**src/pkg/utpo_regs.vh**
```
// Register map, field positions, reset values and codes of the transceiver output test block.
`ifndef UTPO_REGS_VH
`define UTPO_REGS_VH

`define UTPO_ADDR_W 12
`define UTPO_OFS_TEST 12'h000
`define UTPO_OFS_CTRL 12'h004
`define UTPO_OFS_STAT 12'h008

`define UTPO_TEST_ENABLE_BIT 7
`define UTPO_TEST_SUSPEND_BIT 3
`define UTPO_TEST_DRIVE_N_BIT 2
`define UTPO_TEST_SE0_BIT 1
`define UTPO_TEST_DATA_BIT 0
`define UTPO_TEST_WMASK 8'h8F
`define UTPO_TEST_RESET 8'h04

`define UTPO_CTRL_IFRST_BIT 0
`define UTPO_CTRL_CTLRST_BIT 1
`define UTPO_CTRL_FESEL_BIT 2
`define UTPO_CTRL_WMASK 8'h07
`define UTPO_CTRL_RESET 8'h03

`define UTPO_STAT_VBUS_BIT 0
`define UTPO_STAT_ACTIVE_BIT 1
`define UTPO_STAT_EXT_BIT 2

`define UTPO_SYNC_STAGES 2

`endif

```
**src/rtl/utpo_sync.v**
```verilog
// Two-flop synchroniser for a level that arrives from outside the clock domain.
`timescale 1ns/10ps
`default_nettype none
module utpo_sync
(
	input wire clk,
	input wire rst_n,
	input wire async_in,
	output wire sync_out
);

	reg meta;
	reg stable;

	// The first stage is read only by the second stage.
	always @(posedge clk or negedge rst_n)
	begin
		if (!rst_n)
		begin
			meta <= 1'b0;
			stable <= 1'b0;
		end
		else
		begin
			meta <= async_in;
			stable <= meta;
		end
	end

	assign sync_out = stable;

endmodule
`default_nettype wire

```
**src/rtl/utpo_test_override.v**
```verilog
// Transceiver output pin test override with an APB register slave.
`timescale 1ns/10ps
`default_nettype none
`include "utpo_regs.vh"

module utpo_test_override
(
	input wire clk,
	input wire rst_n,
	input wire psel,
	input wire penable,
	input wire pwrite,
	input wire [`UTPO_ADDR_W-1:0] paddr,
	input wire [31:0] pwdata,
	output reg [31:0] prdata,
	output reg pready,
	output reg pslverr,
	input wire vbus,
	input wire normal_dp_out,
	input wire normal_dm_out,
	input wire normal_line_drive,
	input wire normal_suspend,
	input wire normal_ext_drive_enable_n,
	input wire normal_ext_se_zero,
	input wire normal_ext_line_data,
	input wire normal_ext_suspend,
	output reg usb_dp_out,
	output reg usb_dp_oe,
	output reg usb_dm_out,
	output reg usb_dm_oe,
	output reg suspend_indication_out,
	output reg external_drive_enable_pin,
	output reg external_se_zero_pin,
	output reg external_line_data_pin,
	output reg external_suspend_pin,
	output reg interface_reset_bit,
	output reg controller_reset_bit,
	output reg front_end_select
);

	////////////////////////////////////////////////////////////////////////////////////////////
	// Register storage and bus decode.

	reg [7:0] transceiver_output_test;
	wire vbus_sync;
	wire access_done;
	wire write_done;
	wire test_active;
	wire sel_test;
	wire sel_ctrl;
	wire sel_stat;
	wire mapped;
	wire answer_start;
	wire [7:0] ctrl_word;
	wire [7:0] stat_word;

	// Reset word of the control copies; each copy takes its own bit of it.
	localparam [7:0] CTRL_RESET = `UTPO_CTRL_RESET;

	// Only the three word addresses decode; anything else is answered with an error.
	function [2:0] utpo_decode;
		input [`UTPO_ADDR_W-1:0] addr;
		begin
			utpo_decode = 3'h0;
			case (addr)
				`UTPO_OFS_TEST: utpo_decode = 3'h1;
				`UTPO_OFS_CTRL: utpo_decode = 3'h2;
				`UTPO_OFS_STAT: utpo_decode = 3'h4;
				default: utpo_decode = 3'h0;
			endcase
		end
	endfunction

	assign sel_test = utpo_decode(paddr) == 3'h1;
	assign sel_ctrl = utpo_decode(paddr) == 3'h2;
	assign sel_stat = utpo_decode(paddr) == 3'h4;
	assign mapped = utpo_decode(paddr) != 3'h0;
	assign access_done = psel & penable & pready;
	assign write_done = access_done & pwrite & mapped;
	// The answer is prepared in the first access cycle and stands for exactly one cycle.
	assign answer_start = psel & penable & ~pready;

	////////////////////////////////////////////////////////////////////////////////////////////
	// Bus power synchronisation and test gating.

	// Bus power comes from a pin, so it is re-timed before any decision uses it.
	utpo_sync vbus_sync_inst
	(
		.clk(clk),
		.rst_n(rst_n),
		.async_in(vbus),
		.sync_out(vbus_sync)
	);

	// Override only counts while both reset bits are clear.
	assign test_active = transceiver_output_test[`UTPO_TEST_ENABLE_BIT] &
		~interface_reset_bit & ~controller_reset_bit;

	// Unused control and status bits read as zero.
	assign ctrl_word = {5'h00, front_end_select, controller_reset_bit, interface_reset_bit};
	assign stat_word = {5'h00, front_end_select, test_active, vbus_sync};

	////////////////////////////////////////////////////////////////////////////////////////////
	// Bus answer and register writes.

	// One wait state keeps pready, prdata and pslverr straight from flip-flops.
	always @(posedge clk or negedge rst_n)
	begin
		if (!rst_n)
		begin
			pready <= 1'b0;
			pslverr <= 1'b0;
			prdata <= 32'h00000000;
		end
		else
		begin
			pready <= answer_start;
			pslverr <= answer_start & ~mapped;
			// Read data is zero outside the answer cycle, so a stale word never lingers.
			prdata <= 32'h00000000;
			if (answer_start & ~pwrite)
			begin
				if (sel_test)
				begin
					prdata <= {24'h000000, transceiver_output_test};
				end
				else if (sel_ctrl)
				begin
					prdata <= {24'h000000, ctrl_word};
				end
				else if (sel_stat)
				begin
					prdata <= {24'h000000, stat_word};
				end
			end
		end
	end

	// Writes land at the edge where the master sees pready high.
	always @(posedge clk or negedge rst_n)
	begin
		if (!rst_n)
		begin
			transceiver_output_test <= `UTPO_TEST_RESET;
			interface_reset_bit <= CTRL_RESET[`UTPO_CTRL_IFRST_BIT];
			controller_reset_bit <= CTRL_RESET[`UTPO_CTRL_CTLRST_BIT];
			front_end_select <= CTRL_RESET[`UTPO_CTRL_FESEL_BIT];
		end
		else if (write_done)
		begin
			// Status is read-only: a write to it completes without error and is dropped.
			if (sel_test)
			begin
				// Reserved bits are masked on the way in, so they read back as zero.
				transceiver_output_test <= pwdata[7:0] & `UTPO_TEST_WMASK;
			end
			else if (sel_ctrl)
			begin
				// Clearing both reset bits is what arms the test enable.
				interface_reset_bit <= pwdata[`UTPO_CTRL_IFRST_BIT];
				controller_reset_bit <= pwdata[`UTPO_CTRL_CTLRST_BIT];
				front_end_select <= pwdata[`UTPO_CTRL_FESEL_BIT];
			end
		end
	end

	////////////////////////////////////////////////////////////////////////////////////////////
	// Output selection.

	reg next_dp_out;
	reg next_dp_oe;
	reg next_dm_out;
	reg next_dm_oe;
	reg next_suspend;
	reg next_ext_drive_enable;
	reg next_ext_se_zero;
	reg next_ext_line_data;
	reg next_ext_suspend;
	wire set_suspend;
	wire set_drive_n;
	wire set_se0;
	wire set_data;

	// Setting bits of the test register, named by what they drive.
	assign set_suspend = transceiver_output_test[`UTPO_TEST_SUSPEND_BIT];
	assign set_drive_n = transceiver_output_test[`UTPO_TEST_DRIVE_N_BIT];
	assign set_se0 = transceiver_output_test[`UTPO_TEST_SE0_BIT];
	assign set_data = transceiver_output_test[`UTPO_TEST_DATA_BIT];

	// Normal values are the defaults, so test mode names only what it overrides.
	always @*
	begin
		next_dp_out = normal_dp_out;
		next_dm_out = normal_dm_out;
		next_dp_oe = normal_line_drive;
		next_dm_oe = normal_line_drive;
		next_suspend = normal_suspend;
		next_ext_drive_enable = normal_ext_drive_enable_n;
		next_ext_se_zero = normal_ext_se_zero;
		next_ext_line_data = normal_ext_line_data;
		next_ext_suspend = normal_ext_suspend;
		if (test_active)
		begin
			next_suspend = set_suspend;
			// Internal lines float unless internal mode, bus power and drive enabled.
			next_dp_oe = 1'b0;
			next_dm_oe = 1'b0;
			next_dp_out = 1'b0;
			next_dm_out = 1'b0;
			if (!front_end_select)
			begin
				if (vbus_sync && !set_drive_n)
				begin
					next_dp_oe = 1'b1;
					next_dm_oe = 1'b1;
					if (set_se0)
					begin
						next_dp_out = 1'b0;
						next_dm_out = 1'b0;
					end
					else
					begin
						next_dp_out = set_data;
						next_dm_out = ~set_data;
					end
				end
			end
			else
			begin
				next_ext_se_zero = set_se0;
				next_ext_line_data = set_data;
				if (vbus_sync)
				begin
					next_ext_suspend = set_suspend;
					next_ext_drive_enable = set_drive_n;
				end
				else
				begin
					// Without bus power the external transceiver is parked suspended and undriven.
					next_ext_suspend = 1'b1;
					next_ext_drive_enable = 1'b1;
				end
			end
		end
	end

	// Every pin is re-timed so a register change reaches all pins on one edge.
	always @(posedge clk or negedge rst_n)
	begin
		if (!rst_n)
		begin
			usb_dp_out <= 1'b0;
			usb_dp_oe <= 1'b0;
			usb_dm_out <= 1'b0;
			usb_dm_oe <= 1'b0;
			suspend_indication_out <= 1'b0;
		end
		else
		begin
			usb_dp_out <= next_dp_out;
			usb_dp_oe <= next_dp_oe;
			usb_dm_out <= next_dm_out;
			usb_dm_oe <= next_dm_oe;
			suspend_indication_out <= next_suspend;
		end
	end

	// The external drive enable is active low, so reset parks it at its inactive level.
	always @(posedge clk or negedge rst_n)
	begin
		if (!rst_n)
		begin
			external_drive_enable_pin <= 1'b1;
			external_se_zero_pin <= 1'b0;
			external_line_data_pin <= 1'b0;
			external_suspend_pin <= 1'b0;
		end
		else
		begin
			external_drive_enable_pin <= next_ext_drive_enable;
			external_se_zero_pin <= next_ext_se_zero;
			external_line_data_pin <= next_ext_line_data;
			external_suspend_pin <= next_ext_suspend;
		end
	end

endmodule
`default_nettype wire

```
**config.mk**
```make
export PLATFORM = sky130hd
export DESIGN_NAME = utpo_test_override
export DESIGN_NICKNAME = d
export VERILOG_FILES = /design/src/rtl/utpo_sync.v /design/src/rtl/utpo_test_override.v
export VERILOG_INCLUDE_DIRS = /design/src /design/src/pkg
export SDC_FILE = /design/constraint.sdc
export NUM_CORES = 1
export LEC_CHECK = 0
export BUFFER_PORTS_ARGS = -buffer_cell sky130_fd_sc_hd__buf_4
export CORE_ASPECT_RATIO = 1.2
export CORE_MARGIN = 2
export CORE_UTILIZATION = 39
export CTS_BUF_LIST = sky130_fd_sc_hd__clkbuf_16
export DETAILED_ROUTE_END_ITERATION = 8
export GPL_ROUTABILITY_DRIVEN = 0
export PLACE_DENSITY = 0.78
export SLEW_MARGIN = 20
export SYNTH_ARGS = -nofsm -noshare
export SYNTH_HDL_FRONTEND = slang
export SYNTH_SLANG_ARGS = --single-unit
```
**constraint.sdc**
```tcl
create_clock -name clk -period 1.6 [get_ports clk]
set_input_delay 0.24 -clock clk [delete_from_list [all_inputs] [get_ports clk]]
set_output_delay 0.24 -clock clk [all_outputs]
set_load 0.02 [all_outputs]
```
==> impl_metrics.py <==
metrics = {
    "timing": {
        "finalHoldViolations": 0,
        "fmax_ghz": 0.647,
        "finalMaxSlewViolations": 0,
        "finalCritPeriodShare": 0.966,
        "setup_tns_ns": 0,
        "period_minus_slack_ns": 1.55,
        "skew_ns": 0.00545,
        "setup_viol": 0,
        "rsz0062_at_grt": "true",
    },
    "routing": {
        "wl_mm": 2.73,
        "detail-route-antenna-nets": 0,
        "drc": 0,
        "wire_per_inst_um": 13.3,
        "dr_total_vias": 944,
        "vias_per_cell": 4.60,
        "first_pass_iters": 4,
        "drt_iter0_markers": 31,
    },
    "placement": {
        "port_buffers": 49,
        "placed_cell_area_um2": 1670,
        "dp_hpwl_mm": 2.18,
        "placed_cells": 200,
    },
    "hold_path": {
        "hold_class": "input pin to register",
    },
    "grt": {
        "grt.overflow.total": 0,
        "grt_pass1_vias": 941,
        "grt_antenna_before_repair": 0,
        "grt_max_degree": 26,
        "grt_pass1_wl_mm": 4.31,
        "track_usage": 0.147,
    },
    "synth": {
        "synth.top_cell.area_share": 0.400,
        "synth_area_um2": 1320,
        "syn_area_per_cell_um2": 11.8,
        "synth_area_leaders": "dfrtp_1 (40%), buf_4 (17%), mux2_2 (9.4%)",
        "ys_warn_count": 0,
        "synth_area_leader_cell": "dfrtp_1",
        "seq_area_frac_synth": 0.480,
        "synth-simple-area-share": 0.182,
        "synthDistinctLibCells": 32,
        "synthesis.instances": 111,
        "synth-compound-area-share": 0.0476,
        "synth_adder_area_share": 0,
        "synth_top_family_by_area": "simple AND/OR/NAND/NOR gates",
        "synth_mux_area_frac": 0.117,
        "yosys.area_share.xor_xnor": 0,
        "ys_ff_latch": 25,
    },
    "setup_path": {
        "crit_required_ns": 1.74,
        "setup.worst_path.class": "input pin to register",
        "endpoint_kind": "register",
        "crit_fanout": 5,
        "rrSetupSlack_ns": 0.08,
        "critPathLaunchType": "input pin",
        "critPathArrivalTime_ns": 1.69,
    },
    "floorplanning": {
        "ios": 104,
        "core_um2": 3280,
        "initial_core_util": 0.401,
        "die_w_um": 57.0,
        "dieArea_um2": 3850,
        "die_h_um": 67.6,
        "fp-row-count": 23,
    },
    "clocking": {
        "post_cts.repair.setup_buffers": 0,
        "tritoncts": "done",
        "cts_root_buf": "clkbuf_16",
        "clkTransAtPathRegs_ns": 0.06,
        "insertion_delay_ns": 0.26,
        "clockBufferDepth": 2,
        "htreeDepth": 1,
        "cts_resized": 0,
        "numClockSinks": 25,
        "cts_inserted_buffers": 3,
    },
    "final_layout": {
        "drive_above_1_share": 0.500,
        "antenna_cells": 0,
        "fin_cells": 205,
        "top_regs": "prdata: 5 flops, transceiver_output_test: 5 flops",
        "fin_nets": 227,
        "syn2layout_area_growth_pct": 33.7,
        "stdcell_area_um2": 1760,
    },
    "flow_run": {
        "max_cap_viol_count": 0,
    },
    "pwr": {
        "pwr-share-seq": 0.460,
        "peakVddDrop_v": 0.000658,
        "comb_power_share": 0.150,
        "p_per_area_nw_per_um2": 810,
        "p_switching_uw": 350,
        "power_mw": 1.42,
        "internal_power_mw": 1.07,
        "swShare": 0.245,
        "clkPwrFrac": 0.389,
        "power.leakage_nw": 0.903,
    },
    "outcome": {
        "status": "finished, final reports clean",
    },
}
[cells in the mapped netlist]
master,n
nand2b_1,1
nor3_1,1
o21a_1,1
or4_4,2
a31oi_1,1
nand2_1,5
dfstp_2,4
o2bb2ai_1,2
mux2i_1,3
conb_1,1
nor4bb_1,1
and3_1,2
o31ai_1,1
buf_4,29
nor3b_1,1
inv_1,1
mux2_2,11
or4_1,2
nor4_4,2
or2_2,1
or3b_2,1
or4bb_1,1
or4b_2,2
nor4_2,1
nor2b_1,1
o21ai_0,3
a2111oi_0,1
nand4_1,1
clkbuf_1,1
dfrtp_1,21
nor2_1,4
and2_1,2
[worst max-delay path, cell delays in order]
cell and delay, ns:
buf_4 0.11, or4_4 0.58, nor4_4 0.25, buf_4 0.18, mux2_2 0.33
[cell usage in the layout (no fill, tap or decap), drive strengths merged, types with 2 or more instances in the layout]
master   count
mux2i        3
mux2        11
conb        27
and3         2
nor4         3
or4          4
or4b         2
clkbuf       3
nor2         4
dfrtp       21
dfstp        4
o21ai        3
nand2        5
o2bb2ai      2
buf         56
and2         2
[power by group through the flow]
stage                     Combinational, mW  Sequential, mW  Clock (mW)
after global placement                0.206           0.666           0
after global routing                  0.231           0.657       0.585
after detailed placement              0.212           0.667           0
final                                 0.214           0.656       0.554
after floorplan                       0.143           0.684           0
after CTS                             0.214           0.656       0.566
[path summary, 6_finish.rpt]
kind	from	endpoint	depth (start not counted)
max in group asynchronous	rst_n	external_drive_enable_pin	2
min in group asynchronous	rst_n	prdata[0]	2
hold / removal	vbus	vbus_sync_inst.meta	1
setup reg to reg	pready	transceiver_output_test[3]	4
setup / recovery	paddr[5]	transceiver_output_test[3]	5
hold reg to reg	vbus_sync_inst.meta	vbus_sync_inst.sync_out	0
[cell type report]
type	count	area (um^2)
clock buffer	3	75.1
clock inverter	1	7.51
fill	288	1520
inverter	1	3.75
multi-input combinational	81	564
sequential	25	631
tap	37	46.3
timing repair buffer	57	430
[cell families after synthesis]
group                  Yosys count
AOI/OAI and AO/OA                9
other                            1
and+or+nand+nor                 31
buffers and inverters           31
DFF                             25
muxes                           14
[through the flow]
| stage | hold WS, ns | util | setup slack (ns) |
|---|---|---|---|
| detailed placement | 0.158 | 0.508 | -0.226 |
| global route | 0.0826 | 0.536 | -0.0218 |
| finish | 0.0821 | 0.536 | 0.0539 |
| CTS | 0.0803 | 0.536 | 0.0454 |
| floorplan | -0.0556 | - | -0.101 |
| global placement | 0.148 | 0.508 | -0.212 |
[routing by layer]
metal / global-route usage / share of wire
met1: 0.156 / 0.35
met2: 0.276 / 0.56
met3: 0.0364 / 0.076
met4: 0.0610 / 0.018
met5: 0 / 0
[what timing repair did]
item                                    4_1_cts  5_1_grt
hold endpoints to repair                     21        0
endpoints found under the setup margin        0        4
hold buffers                                  1        0
No activity file was read; power rests on OpenSTA's default activity.
